[config.mk]
export PLATFORM = sky130hd
export DESIGN_NAME = pep_host_ctrl
export DESIGN_NICKNAME = d
export VERILOG_FILES = /design/src/logic/pep_pkg.sv /design/src/logic/pep_pin_sync.sv /design/src/logic/pep_host_ctrl.sv
export SDC_FILE = /design/constraint.sdc
export NUM_CORES = 1
export LEC_CHECK = 0
export ABC_AREA = 1
export BUFFER_PORTS_ARGS = -buffer_cell sky130_fd_sc_hd__buf_2
export CORE_UTILIZATION = 45
export DETAILED_ROUTE_END_ITERATION = 8
export PLACE_DENSITY_LB_ADDON = 0.3
export REMOVE_ABC_BUFFERS = 1
export SLEW_MARGIN = 15
export SYNTH_ARGS = -nofsm -noshare
export SYNTH_HDL_FRONTEND = slang
export SYNTH_SLANG_ARGS = --single-unit
export TNS_END_PERCENT = 20
[constraint.sdc]
create_clock -name clk_sys -period 7.12 [get_ports clk_sys]
set_input_delay 0 -clock clk_sys [delete_from_list [all_inputs] [get_ports clk_sys]]
set_output_delay 0 -clock clk_sys [all_outputs]
set_load 0.005 [all_outputs]
[src/logic/pep_pkg.sv]
// Shared constants and types for the parallel EEPROM page-write host
package pep_pkg;

  // ********************************************************************
  // Widths and field positions
  // ********************************************************************
  localparam int ADDR_W = 15; // Address lines
  localparam int DATA_W = 8; // Data lines
  localparam int PAGE_LSB = 6; // Lowest page_select_bits line
  localparam int PAGE_W = ADDR_W - PAGE_LSB; // Width of page_select_bits
  localparam int TOGGLE_BIT = 6; // Position of toggle_status_bit
  localparam int CNT_W = 22; // Width of every timer
  localparam logic [6:0] PAGE_BYTES = 7'h40; // Bytes per page latch

  // ********************************************************************
  // Timing, printed figures and derived cycle counts
  // ********************************************************************
  localparam int CLK_MHZ = 200; // System clock rate
  localparam int TWP_NS = 200; // Least write pulse width
  localparam int TWPH_NS = 100; // Least write pulse high time
  localparam int TACC_NS = 200; // Longest access time
  localparam int TOEHP_NS = 150; // Least strobe high time between polls
  localparam int BYTE_LOAD_WINDOW_US = 150; // byte_load_window, longest
  localparam int TWC_MS = 10; // program_cycle_time, longest
  localparam int SYNC_DEPTH = 3; // Flops in the data input synchroniser

  // Least times round up to whole cycles
  localparam logic [CNT_W-1:0] TWP_CYC =
    CNT_W'((TWP_NS * CLK_MHZ + 999) / 1000);
  localparam logic [CNT_W-1:0] TWPH_CYC =
    CNT_W'((TWPH_NS * CLK_MHZ + 999) / 1000);
  localparam logic [CNT_W-1:0] TOEHP_CYC =
    CNT_W'((TOEHP_NS * CLK_MHZ + 999) / 1000);
  // Read wait covers access time, the synchroniser and its agree stage,
  // plus one cycle so the first flop never samples on the access edge
  localparam logic [CNT_W-1:0] RD_CYC =
    CNT_W'((TACC_NS * CLK_MHZ + 999) / 1000 + SYNC_DEPTH + 2);
  // Window is a longest time, so it rounds down
  localparam int BLC_CYC_DEF = BYTE_LOAD_WINDOW_US * CLK_MHZ;
  // Poll timeout must not cut a legal program cycle short
  localparam int PROG_CYC_DEF = TWC_MS * 1000 * CLK_MHZ;

  // ********************************************************************
  // Unlock sequence of software_write_lock (set to the target's codes)
  // ********************************************************************
  localparam logic [ADDR_W-1:0] UNLOCK_ADDR0 = 15'h0001;
  localparam logic [ADDR_W-1:0] UNLOCK_ADDR1 = 15'h0002;
  localparam logic [ADDR_W-1:0] UNLOCK_ADDR2 = 15'h0003;
  localparam logic [DATA_W-1:0] UNLOCK_DATA0 = 8'h01;
  localparam logic [DATA_W-1:0] UNLOCK_DATA1 = 8'h02;
  localparam logic [DATA_W-1:0] UNLOCK_DATA2 = 8'h03;

  // ********************************************************************
  // Controller states, Gray coded along the write and poll path
  // ********************************************************************
  typedef enum logic [2:0] {
    ST_IDLE = 3'h0,
    ST_WPULSE = 3'h1,
    ST_WREC = 3'h3,
    ST_GAP = 3'h2,
    ST_PRD = 3'h6,
    ST_PREC = 3'h7,
    ST_READ = 3'h4
  } pep_state_e;

  // Page number of an address
  function automatic logic [PAGE_W-1:0] page_of(input logic [ADDR_W-1:0] a);
    page_of = a[ADDR_W-1:PAGE_LSB];
  endfunction : page_of

  // Address of unlock step idx
  function automatic logic [ADDR_W-1:0] unlock_addr(input logic [1:0] idx);
    unlock_addr = (idx == 2'h0) ? UNLOCK_ADDR0 :
                  (idx == 2'h1) ? UNLOCK_ADDR1 : UNLOCK_ADDR2;
  endfunction : unlock_addr

  // Data byte of unlock step idx
  function automatic logic [DATA_W-1:0] unlock_data(input logic [1:0] idx);
    unlock_data = (idx == 2'h0) ? UNLOCK_DATA0 :
                  (idx == 2'h1) ? UNLOCK_DATA1 : UNLOCK_DATA2;
  endfunction : unlock_data

endpackage : pep_pkg

[src/logic/pep_pin_sync.sv]
// Three-flop synchroniser for the data pins read back from the memory
`timescale 1ns/1ps

module pep_pin_sync
#(
  parameter int W = 8
)
(
  clk_sys,
  sys_rst,
  pinIn,
  pinOut
);
  input wire logic clk_sys;
  input wire logic sys_rst;
  input wire logic [W-1:0] pinIn;
  output logic [W-1:0] pinOut;

  // ********************************************************************
  // Per-bit chain
  // ********************************************************************
  logic [W-1:0] s1_q; // First stage, read only by the second
  logic [W-1:0] s2_q; // Second stage
  logic [W-1:0] s3_q; // Third stage
  logic [W-1:0] held_q; // Accepted level
  logic [W-1:0] held_d; // Next accepted level

  genvar gi;
  generate
    for (gi = 0; gi < W; gi++)
    begin : g_bit
      // A change counts only once two settled stages agree
      always_comb
      begin
        held_d[gi] = (s2_q[gi] == s3_q[gi]) ? s2_q[gi] : held_q[gi];
      end
    end
  endgenerate

  // Register the chain; async reset to constants only
  always_ff @(posedge clk_sys or posedge sys_rst)
  begin
    if (sys_rst)
    begin
      s1_q <= '0;
      s2_q <= '0;
      s3_q <= '0;
      held_q <= '0;
    end
    else
    begin
      s1_q <= pinIn;
      s2_q <= s1_q;
      s3_q <= s2_q;
      held_q <= held_d;
    end
  end

  assign pinOut = held_q;

endmodule : pep_pin_sync

[src/logic/pep_host_ctrl.sv]
// Host controller driving a parallel page-write EEPROM over its pins
// Operation
// RULE_01 - Next byte within byte_load_window of previous
// RULE_02 - Device latches one to sixty-four bytes
// RULE_03 - Keep page_select_bits fixed through one load
// RULE_04 - Device relocks after every program cycle
// RULE_05 - First three bytes go to unlock addresses
// RULE_06 - Output enable high only under both strobes
// RULE_07 - Device flips toggle_status_bit per read strobe
// RULE_08 - Done only when toggle_status_bit stops changing
// RULE_09 - Poll reads keep one fixed address
// RULE_10 - Unlock codes are byte data, 15-bit addresses
// RULE_11 - Device drives data only on read decode
// RULE_12 - Device latches address late, data early
// RULE_13 - Device inverts top bit while programming
// RULE_14 - Unlocked-less write only runs the timer
// RULE_15 - Loads ignored until program cycle ends
// RULE_16 - Device floats outputs outside read decode
`timescale 1ns/1ps

module pep_host_ctrl
#(
  parameter int BLC_CYC = pep_pkg::BLC_CYC_DEF, // Window in cycles
  parameter int PROG_CYC = pep_pkg::PROG_CYC_DEF // Poll timeout
)
(
  clk_sys,
  sys_rst,
  reqValid,
  reqWrite,
  reqAddr,
  reqData,
  reqLast,
  reqReady_q,
  rdValid_q,
  rdData_q,
  wrDone_q,
  wrTimeout_q,
  memAddr_q,
  ceN_q,
  oeN_q,
  weN_q,
  dqOut_q,
  dqDriveN_q,
  dqIn
);
  input wire logic clk_sys;
  input wire logic sys_rst;
  input wire logic reqValid;
  input wire logic reqWrite;
  input wire logic [pep_pkg::ADDR_W-1:0] reqAddr;
  input wire logic [pep_pkg::DATA_W-1:0] reqData;
  input wire logic reqLast;
  output logic reqReady_q;
  output logic rdValid_q;
  output logic [pep_pkg::DATA_W-1:0] rdData_q;
  output logic wrDone_q;
  output logic wrTimeout_q;
  output logic [pep_pkg::ADDR_W-1:0] memAddr_q;
  output logic ceN_q;
  output logic oeN_q;
  output logic weN_q;
  output logic [pep_pkg::DATA_W-1:0] dqOut_q;
  output logic dqDriveN_q;
  input wire logic [pep_pkg::DATA_W-1:0] dqIn;

  // ********************************************************************
  // State
  // ********************************************************************
  localparam logic [pep_pkg::CNT_W-1:0] BLC_LIM = pep_pkg::CNT_W'(BLC_CYC);
  localparam logic [pep_pkg::CNT_W-1:0] PROG_LIM =
    pep_pkg::CNT_W'(PROG_CYC);
  localparam logic [pep_pkg::CNT_W-1:0] ONE = 22'h000001;
  // Last count of a read access
  localparam logic [pep_pkg::CNT_W-1:0] RD_LAST = pep_pkg::RD_CYC - ONE;

  pep_pkg::pep_state_e st_q, st_d; // Sequencer
  logic [pep_pkg::CNT_W-1:0] cnt_q, cnt_d; // Phase timer
  logic [pep_pkg::CNT_W-1:0] winCnt_q, winCnt_d; // Since last WE fall
  logic [pep_pkg::CNT_W-1:0] progCnt_q, progCnt_d; // Poll time spent
  logic [1:0] unlockIdx_q, unlockIdx_d; // 0..2 unlock, 3 page data
  logic [6:0] byteCnt_q, byteCnt_d; // Page bytes sent
  logic closed_q, closed_d; // No more bytes in this load
  logic havePrev_q, havePrev_d; // A poll sample is held
  logic prevTog_q, prevTog_d; // Last toggle_status_bit sample
  logic [pep_pkg::ADDR_W-1:0] holdAddr_q, holdAddr_d; // Last byte addr
  logic [pep_pkg::DATA_W-1:0] holdData_q, holdData_d; // First data byte
  logic [pep_pkg::PAGE_W-1:0] pageSel_q, pageSel_d; // Locked page
  logic reqReady_d, rdValid_d, wrDone_d, wrTimeout_d;
  logic [pep_pkg::DATA_W-1:0] rdData_d;
  logic [pep_pkg::ADDR_W-1:0] memAddr_d;
  logic ceN_d, oeN_d, weN_d, dqDriveN_d;
  logic [pep_pkg::DATA_W-1:0] dqOut_d;
  logic [pep_pkg::DATA_W-1:0] dqSync; // Settled data pins
  logic take; // Request handshake
  logic samePage; // Request stays on the locked page

  // Data pins arrive from another timing world
  pep_pin_sync #(.W(pep_pkg::DATA_W)) u_sync
  (
    .clk_sys(clk_sys),
    .sys_rst(sys_rst),
    .pinIn(dqIn),
    .pinOut(dqSync)
  );

  assign take = reqValid && reqReady_q;
  assign samePage = pep_pkg::page_of(reqAddr) == pageSel_q;

  // ********************************************************************
  // Next-state logic
  // ********************************************************************
  always_comb
  begin
    logic openPulse; // Start a write pulse this edge
    logic [pep_pkg::ADDR_W-1:0] nextAddr;
    logic [pep_pkg::DATA_W-1:0] nextData;
    openPulse = 1'b0;
    nextAddr = memAddr_q;
    nextData = dqOut_q;
    st_d = st_q;
    cnt_d = cnt_q + ONE;
    // Saturate so a stuck window still reads as lapsed
    winCnt_d = (winCnt_q < BLC_LIM) ? winCnt_q + ONE : winCnt_q;
    progCnt_d = progCnt_q;
    unlockIdx_d = unlockIdx_q;
    byteCnt_d = byteCnt_q;
    closed_d = closed_q;
    havePrev_d = havePrev_q;
    prevTog_d = prevTog_q;
    holdAddr_d = holdAddr_q;
    holdData_d = holdData_q;
    pageSel_d = pageSel_q;
    reqReady_d = reqReady_q;
    rdValid_d = 1'b0;
    rdData_d = rdData_q;
    wrDone_d = 1'b0;
    wrTimeout_d = 1'b0;
    memAddr_d = memAddr_q;
    ceN_d = ceN_q;
    oeN_d = oeN_q;
    weN_d = weN_q;
    dqOut_d = dqOut_q;
    dqDriveN_d = dqDriveN_q;
    unique case (st_q)
      pep_pkg::ST_IDLE:
      begin
        reqReady_d = 1'b1;
        if (take)
        begin
          reqReady_d = 1'b0;
          holdAddr_d = reqAddr;
          holdData_d = reqData;
          if (reqWrite)
          begin
            // Every write opens with the unlock bytes [RULE_05] [RULE_10]
            unlockIdx_d = 2'h0;
            closed_d = reqLast;
            nextAddr = pep_pkg::unlock_addr(2'h0);
            nextData = pep_pkg::unlock_data(2'h0);
            openPulse = 1'b1;
          end
          else
          begin
            // Plain read: chip and output enable low, write high
            memAddr_d = reqAddr;
            ceN_d = 1'b0;
            cnt_d = '0;
            st_d = pep_pkg::ST_READ;
          end
        end
      end
      pep_pkg::ST_WPULSE:
      begin
        // Strobes rise together; OE drops at the same edge [RULE_06]
        if (cnt_q >= pep_pkg::TWP_CYC - ONE)
        begin
          ceN_d = 1'b1;
          weN_d = 1'b1;
          oeN_d = 1'b0;
          // Data stays driven through recovery, so the latch has hold
          cnt_d = '0;
          st_d = pep_pkg::ST_WREC;
        end
      end
      pep_pkg::ST_WREC:
      begin
        if (cnt_q >= pep_pkg::TWPH_CYC - ONE)
        begin
          if (unlockIdx_q == 2'h2)
          begin
            // Unlock done, first page byte locks the page [RULE_03]
            unlockIdx_d = 2'h3;
            nextAddr = holdAddr_q;
            nextData = holdData_q;
            pageSel_d = pep_pkg::page_of(holdAddr_q);
            byteCnt_d = 7'h01;
            openPulse = 1'b1;
          end
          else if (unlockIdx_q != 2'h3)
          begin
            // Unlock steps in fixed order [RULE_05] [RULE_10]
            unlockIdx_d = unlockIdx_q + 2'h1;
            nextAddr = pep_pkg::unlock_addr(unlockIdx_q + 2'h1);
            nextData = pep_pkg::unlock_data(unlockIdx_q + 2'h1);
            openPulse = 1'b1;
          end
          else
          begin
            // Release the data pins once the last pulse has recovered
            dqDriveN_d = 1'b1;
            closed_d = closed_q || (byteCnt_q == pep_pkg::PAGE_BYTES);
            reqReady_d = !closed_q && (byteCnt_q != pep_pkg::PAGE_BYTES);
            st_d = pep_pkg::ST_GAP;
          end
        end
      end
      pep_pkg::ST_GAP:
      begin
        // Ready falls early so no byte lands past the window [RULE_01]
        reqReady_d = !closed_q && (winCnt_q < BLC_LIM - ONE - ONE);
        if (winCnt_q >= BLC_LIM)
        begin
          // Window lapsed: the device is programming now
          reqReady_d = 1'b0;
          memAddr_d = holdAddr_q; // Poll one fixed address [RULE_09]
          ceN_d = 1'b0;
          cnt_d = '0;
          progCnt_d = '0;
          havePrev_d = 1'b0;
          st_d = pep_pkg::ST_PRD;
        end
        else if (take && reqWrite && samePage && !closed_q)
        begin
          // Next byte of the same page [RULE_01] [RULE_03]
          reqReady_d = 1'b0;
          holdAddr_d = reqAddr;
          nextAddr = reqAddr;
          nextData = reqData;
          byteCnt_d = byteCnt_q + 7'h01;
          closed_d = reqLast;
          openPulse = 1'b1;
        end
        else if (take)
        begin
          // Read or other page: end the load, the request is dropped [RULE_03]
          reqReady_d = 1'b0;
          closed_d = 1'b1;
        end
      end
      pep_pkg::ST_PRD:
      begin
        progCnt_d = progCnt_q + ONE;
        if (cnt_q >= RD_LAST)
        begin
          ceN_d = 1'b1;
          cnt_d = '0;
          // Only an unchanged bit means done, never its value [RULE_08]
          if (havePrev_q && dqSync[pep_pkg::TOGGLE_BIT] == prevTog_q)
          begin
            wrDone_d = 1'b1;
            reqReady_d = 1'b1;
            st_d = pep_pkg::ST_IDLE;
          end
          else if (progCnt_q >= PROG_LIM)
          begin
            // Give up: the device never settled
            wrTimeout_d = 1'b1;
            reqReady_d = 1'b1;
            st_d = pep_pkg::ST_IDLE;
          end
          else
          begin
            prevTog_d = dqSync[pep_pkg::TOGGLE_BIT];
            havePrev_d = 1'b1;
            st_d = pep_pkg::ST_PREC;
          end
        end
      end
      pep_pkg::ST_PREC:
      begin
        // Toggle via chip enable; OE may not rise outside a write
        progCnt_d = progCnt_q + ONE;
        if (cnt_q >= pep_pkg::TOEHP_CYC - ONE)
        begin
          ceN_d = 1'b0;
          cnt_d = '0;
          st_d = pep_pkg::ST_PRD;
        end
      end
      pep_pkg::ST_READ:
      begin
        if (cnt_q >= RD_LAST)
        begin
          rdData_d = dqSync;
          rdValid_d = 1'b1;
          ceN_d = 1'b1;
          reqReady_d = 1'b1;
          st_d = pep_pkg::ST_IDLE;
        end
      end
      default:
      begin
        st_d = pep_pkg::ST_IDLE;
      end
    endcase
    if (openPulse)
    begin
      // WE, CE fall and OE rises in one edge [RULE_06]
      memAddr_d = nextAddr;
      dqOut_d = nextData;
      ceN_d = 1'b0;
      weN_d = 1'b0;
      oeN_d = 1'b1;
      dqDriveN_d = 1'b0;
      cnt_d = '0;
      winCnt_d = '0;
      st_d = pep_pkg::ST_WPULSE;
    end
  end

  // ********************************************************************
  // Registers
  // ********************************************************************
  always_ff @(posedge clk_sys or posedge sys_rst)
  begin
    if (sys_rst)
    begin
      st_q <= pep_pkg::ST_IDLE;
      cnt_q <= '0;
      winCnt_q <= '0;
      progCnt_q <= '0;
      unlockIdx_q <= 2'h0;
      byteCnt_q <= 7'h00;
      closed_q <= 1'b0;
      havePrev_q <= 1'b0;
      prevTog_q <= 1'b0;
      holdAddr_q <= '0;
      holdData_q <= '0;
      pageSel_q <= '0;
      reqReady_q <= 1'b0;
      rdValid_q <= 1'b0;
      rdData_q <= '0;
      wrDone_q <= 1'b0;
      wrTimeout_q <= 1'b0;
      memAddr_q <= '0;
      ceN_q <= 1'b1;
      oeN_q <= 1'b0;
      weN_q <= 1'b1;
      dqOut_q <= '0;
      dqDriveN_q <= 1'b1;
    end
    else
    begin
      st_q <= st_d;
      cnt_q <= cnt_d;
      winCnt_q <= winCnt_d;
      progCnt_q <= progCnt_d;
      unlockIdx_q <= unlockIdx_d;
      byteCnt_q <= byteCnt_d;
      closed_q <= closed_d;
      havePrev_q <= havePrev_d;
      prevTog_q <= prevTog_d;
      holdAddr_q <= holdAddr_d;
      holdData_q <= holdData_d;
      pageSel_q <= pageSel_d;
      reqReady_q <= reqReady_d;
      rdValid_q <= rdValid_d;
      rdData_q <= rdData_d;
      wrDone_q <= wrDone_d;
      wrTimeout_q <= wrTimeout_d;
      memAddr_q <= memAddr_d;
      ceN_q <= ceN_d;
      oeN_q <= oeN_d;
      weN_q <= weN_d;
      dqOut_q <= dqOut_d;
      dqDriveN_q <= dqDriveN_d;
    end
  end
endmodule : pep_host_ctrl

Word-level counts from Yosys, hierarchy flattened
Cells that the tools add are included.
Widths: inputs -> output; s select.
{"block": "totals", "output_inout_bits": 39, "mem_bits_ro": 0, "ram_bits": 0, "input_bits": 36, "latchBits": 0, "regBits": 184, "memories": 0, "elab_cells": 271}
{"block": "classes", "shifts": 0, "div": 0, "n_eq_ne": 55, "n_lt_le_gt_ge": 8, "mul": 0, "n_reduce_logical": 44, "addsub": 5, "bitwise_logic": 2, "muxes": 123}
{"cell": "$mux 22", "count": 10}
{"cell": "$mux 15", "count": 12}
{"cell": "$pmux 22 s5", "count": 1}
{"cell": "$add 22x1->22 const B", "count": 3}
{"cell": "$pmux 15 s2", "count": 2}
{"cell": "$mux 1", "count": 56}
{"cell": "$mux 8", "count": 7}
{"cell": "$ne 3x3->1 const B", "count": 17}
{"cell": "$pmux 15 s3", "count": 1}
{"cell": "$ge 22x5->1 const B", "count": 2}
{"cell": "$ge 22x6->1 const B", "count": 2}
{"cell": "$lt 22x15->1 const B", "count": 2}
{"cell": "$pmux 22 s2", "count": 1}
{"cell": "$mux 3", "count": 13}
{"cell": "$mux 7", "count": 4}
{"cell": "$ne 2x2->1 const B", "count": 14}
{"cell": "$pmux 8 s3", "count": 1}
{"cell": "$ge 22x15->1 const B", "count": 1}
{"cell": "$ge 22x21->1 const B", "count": 1}
{"cell": "$pmux 3 s7", "count": 1}
{"cell": "$reduce_and 10->1", "count": 2}
{"cell": "$reduce_bool 2->1", "count": 10}
{"cell": "$reduce_and 8->1", "count": 2}
{"cell": "$reduce_and 5->1", "count": 3}
{"cell": "34 further kinds", "count": 69}

Logic depth before layout (Yosys ltp)
{"block": "logic_depth", "word_depth": 9, "mapped_depth": 15, "mapped_depth_nobuf": 14}

Hierarchy
Synthesis repeated with hierarchy kept, for this count alone.
{"block": "unflattened", "cells_unflattened": 1200, "hier_area_um2": 9297.7}
{"module": "pep_host_ctrl", "seq_area_each_um2": 3807.4, "area_per_inst_um2": 8363.0, "cells_per_inst": 1135, "n_inst": 1}
{"module": "pep_pin_sync", "seq_area_each_um2": 800.8, "area_per_inst_um2": 934.6, "cells_per_inst": 65, "n_inst": 1}

Least setup slack after synthesis
Ideal clock, no wire load.
{"block": "synth_path", "path_type": "register -> register", "startpoint": "register cnt_q[0] in the netlist's numbering", "endpoint": "register memAddr_q[0] in the netlist's numbering", "n_path_buf": 1, "t_arrival_ns": 1.859, "synth_period_minus_slack_ns": 1.976, "required_time_ns": 7.003, "path_stages_with_launch": 13, "setup_slack_ns": 5.144, "setup_time_ns": 0.117, "path_cell_list": "dfrtp_1 -> ha_1 -> inv_1 -> nand3_1 -> a21oi_2 -> nand3_4 -> nand2_2 -> o21ai_2 -> nor2_8 -> buf_4 -> nand2_1 -> nand3_1 -> nand2_1"}
{"block": "synth_via", "elab_chain_len": 5, "elab_cells_between_ends": 12, "cone_classes": "order compare: 1; eq/ne: 6; mux: 3; reduce/logical: 2"}
{"item": "from (decl)", "line": "pep_host_ctrl.sv:78", "text": "logic [pep_pkg::CNT_W-1:0] cnt_q, cnt_d;"}
{"item": "from (signal assigned)", "line": "pep_host_ctrl.sv:356", "text": "cnt_q <= cnt_d;"}
{"item": "$ge 22x5->1 *", "line": "pep_host_ctrl.sv:188", "text": "if (cnt_q >= pep_pkg::TWPH_CYC - ONE)"}
{"item": "$mux 1", "line": "pep_host_ctrl.sv:188"}
{"item": "$pmux 1 s3", "line": "pep_host_ctrl.sv:145", "text": "unique case (st_q)"}
{"item": "$ne 4x4->1 (no source line), or another cell as far along"}
{"item": "$reduce_and 10->1 (no source line)"}
{"item": "to (signal assigned)", "line": "pep_host_ctrl.sv:372", "text": "memAddr_q <= memAddr_d;"}
{"item": "to (decl)", "line": "pep_host_ctrl.sv:59", "text": "output logic [pep_pkg::ADDR_W-1:0] memAddr_q;"}
Every way passes the cells marked *; elsewhere a longest branch is shown, timed or not.
A chain may end at the register's enable or synchronous reset.

Worst setup path in the final report
{"block": "layout_path", "startpoint": "register st_q[2]", "endpoint": "register memAddr_q[0] in the netlist's numbering"}
{"block": "layout_via", "elab_chain_len": 4, "elab_cells_between_ends": 18, "cone_classes": "eq/ne: 10; mux: 4; reduce/logical: 4"}
{"item": "from (decl)", "line": "pep_host_ctrl.sv:77", "text": "pep_pkg::pep_state_e st_q, st_d;"}
{"item": "from (signal assigned)", "line": "pep_host_ctrl.sv:329", "text": "st_q <= pep_pkg::ST_IDLE;"}
{"item": "from (signal assigned)", "line": "pep_host_ctrl.sv:355", "text": "st_q <= st_d;"}
{"item": "$eq 3x2->1 or $logic_not 3->1 (tied branches)", "line": "pep_host_ctrl.sv:145"}
{"item": "$pmux 1 s3", "line": "pep_host_ctrl.sv:145"}
{"item": "$ne 4x4->1 (no source line), or another cell as far along"}
{"item": "$reduce_and 10->1 (no source line)"}
Several ways; a longest one is shown, not always the timed one.

==> out/qor.txt <==
Top Usage Layer GRT: met2
Hold Fails Final Rpt: 0
CORE AREA: 0.0203 sq mm
Fmax: 0.368 GHz
DRC: 0
Arr. time, crit path: 3030 ps
Power Density: 335 mW/mm^2
Status: finished clean
Die Wd: 146 microns
Worst Hold Launch: reqWrite
Dpl cell area: 0.00986 sq mm
Synth top area cells: dfrtp_1 (49%), nand2_1 (12%), nor2_1 (5.1%), inv_1 (4.6%), o21ai_0 (4.2%)
Final Total Pwr: 3.61 mW
Worst reg2reg startpoint: st_q[2]$_DFFE_PP0P_
Filler Cell Count: 1930
Clock Latency Late Sink: 430 ps
Port Buffers: 74
Hold path endpoint: ceN_q$_DFFE_PP1P_
Synthesized-area fraction occupied by xor and xnor cells: 2.16%
Crit-path max FO: 60
Register share of total power: 41.3%
Most numerous cell in the Yosys netlist: nand2_1
CTS resizes: 0
CTS tree: built
CP Capture Type: flip-flop
Synth area leader: dfrtp_1
RD Place Congestion: 0.884
Critical path data required time: 7440 ps
Max-cap viol count: 0
Setup TNS: 0 ps
Reg2Reg Setup Slack: 4400 ps
Cts bufs inserted: 17
WS Path Type: flip-flop to flip-flop
Chip height: 146 microns
Logic pwr share: 32.2%
Hold Crit Class: input pin to flip-flop
Top_reg_cell synth: dfrtp_1
Pint: 2.27 mW
Layout Nets: 1285
Share of layout cells above drive strength 1: 13.5%
DP HPWL: 13500 microns
Main combinational cell family by area after synthesis: simple AND/OR/NAND/NOR gates
Total die area: 0.0213 sq mm
Final Critical Period: 2720 ps
Switching Power: 1.34 mW
Mean Syn Cell Area: 8.18 sq um
Area of the mapped netlist: 0.00933 sq mm
Final instance area: 0.0108 sq mm
Top cell type's share of synthesized area: 48.6%
Top cells by count, synth: nand2_1 (297), dfrtp_1 (181), nor2_1 (126)
Layout area overhead: 15.6%
Initial Util: 46.0%
Hold path depth: 7
Clock sink count: 184
Synth Warn #: 0
Vias per cell: 5.02
Leakage: 5.21 nW
Post-synthesis compound-gate area fraction: 10.3%
Worst slew margin: 39.0%
Unrepaired setup endpoints after global routing: no
Routed WL: 19600 microns
Synth Area in Simple Gates: 28.0%
Register-to-Register Path Depth: 9
Top Ports: 75
Endpoint of the lowest-slack register-to-register path: memAddr_q[0]$_DFFE_PP0P_
Global-route wire length before repair: 34300 microns
CTS H-tree depth: 4
Post-synthesis mux area share: 0.483%
CTS root buffer: clkbuf_16
Sequential cell area: 0.00461 sq mm
Hold_ws: 144 ps
Detailed-router iteration count before antenna repair: 5
Seq/Total Area, Yosys: 49.4%
Max VDD drop: 193 uV
Number of diodes: 0
Total gr overflow: 0
Antenna viol nets, final: 0
DR WL/cell: 12.9 microns
# setup viols final: 0
CTS Buffer Depth: 2
EDFF count, synth: 0
Initial drt markers: 381
Largest net degree at the start of global routing: 131
Post-synth ARST share: 100%
Synth cell types: 51
GR Util met1: 27.4%
Vias in the first global route: 7240
Grt met3 use: 2.88%
Adder-cell area share of the yosys netlist: 2.33%
Count of state elements after synthesis: 184
Slew of the pin with the lowest slew margin: 913 ps
Final Skew: 16.2 ps
Clk network pwr share: 26.5%
Area of the multi-input gates: 0.00404 sq mm
GR Layer Usage met2: 31.4%
Clock transition at the registers of the reported paths: 70 ps
Pins Over Slew Limit: 0
Critical Path Start Type: flip-flop
Sw Share: 37.1%
Vias: 7630
Initial antenna violation count: 0
GRT Util Overall: 19.5%
Final period util: 38.2%
Row Count: 52
Syn Inst Count: 1141
[state kept, by name, summed over array words and instances (netlist names), 2 cells and up]
name / count
byteCnt_q: 7
cnt_q: 22
dqOut_q: 8
holdAddr_q: 15
holdData_q: 8
memAddr_q: 15
pageSel_q: 9
progCnt_q: 22
rdData_q: 8
st_q: 3
u_sync.pinOut: 8
u_sync.s1_q: 8
u_sync.s2_q: 8
u_sync.s3_q: 8
unlockIdx_q: 2
winCnt_q: 22
[worst max-delay path, cell delays in order, from the launching register on]
cell and delay [ps]:
dfrtp_1 470, nor2_4 200, inv_2 70, nor2_4 90
buf_4 500, nand3_2 240, nand2_2 650, o21ai_0 210
nand3_1 130, nand2_1 50
[cell type report]
type | instances | area share [%]
Sequential cell | 184 | 42.7
Multi-Input combinational cell | 799 | 37.4
Timing Repair Buffer | 110 | 6.71
Inverter | 126 | 4.45
Clock buffer | 19 | 4.01
Tap cell | 270 | 3.13
Clock inverter | 13 | 1.54
[cells in the final DEF (no fill, tap or decap), types with 8 or more instances in the layout]
cell type,Yosys,final
nor3_1,29,29
dfrtp_1,181,181
nand3_1,71,71
a31oi_1,9,9
clkbuf_16,0,17
nor2_4,10,10
xor2_1,17,17
o21ai_1,21,21
a22oi_1,13,13
inv_1,114,113
inv_2,12,12
ha_1,11,11
buf_2,18,74
a21oi_1,18,18
nor2_1,126,126
dlygate4sd3_1,0,33
nand4_1,21,21
nand2_1,297,297
o21ai_0,78,78
maj3_1,8,8
[per-stage QoR]
step / utilization (%) / instances / setup WS, ps
CTS: 53.1 / 1521 / 4380
floorplan: - / 1109 / 2120
global placement: 48.6 / 1456 / 4400
global route: 53.1 / 1521 / 4100
detailed placement: 48.6 / 1456 / 4370
finish: 53.1 / 1521 / 4400
[worst max path at each step]
stage | cells past startpoint | to | slack (ps) | start
after global placement | 9 | holdAddr_q[13]$_DFFE_PP0P_ | 4400 | winCnt_q[16]$_DFFE_PP0P_
final | 9 | memAddr_q[0]$_DFFE_PP0P_ | 4400 | st_q[2]$_DFFE_PP0P_
after CTS | 9 | memAddr_q[0]$_DFFE_PP0P_ | 4380 | st_q[2]$_DFFE_PP0P_
after floorplan | 1 | byteCnt_q[0]$_DFFE_PP0P_ | 2120 | sys_rst
after global routing | 9 | holdAddr_q[4]$_DFFE_PP0P_ | 4100 | winCnt_q[16]$_DFFE_PP0P_
after detailed placement | 9 | holdAddr_q[9]$_DFFE_PP0P_ | 4370 | winCnt_q[16]$_DFFE_PP0P_
[metal layers]
| layer | wire length (microns) | part of all wire (%) |
|---|---|---|
| met1 | 9520 | 48 |
| met2 | 9250 | 47 |
| met3 | 632 | 3.2 |
| met4 | 250 | 1.3 |
| met5 | 0 | 0 |
[power by group through the flow]
stage	clock, mW	combinational [mW]	sequential [mW]
CTS	0.983	1.18	1.49
global route	1.02	1.34	1.53
floorplan	0	0.814	1.48
detailed placement	0	1.16	1.51
finish	0.955	1.16	1.49
global placement	0	1.14	1.50
[logic make-up after synthesis]
| family | after synthesis |
|---|---|
| buffers and inverters | 158 |
| muxes | 4 |
| DFF | 184 |
| xor gates and xnor gates | 23 |
| adders and majority gates | 19 |
| and+or+nand+nor | 588 |
| AOI/OAI and AO/OA | 165 |
[what timing repair did]
item | in CTS | in global routing
hold buffers | 33 | 0
buffers inserted | 0 | 0
endpoints found under the hold margin | 170 | 0
Note: power is estimated with default switching activity, not from simulation.
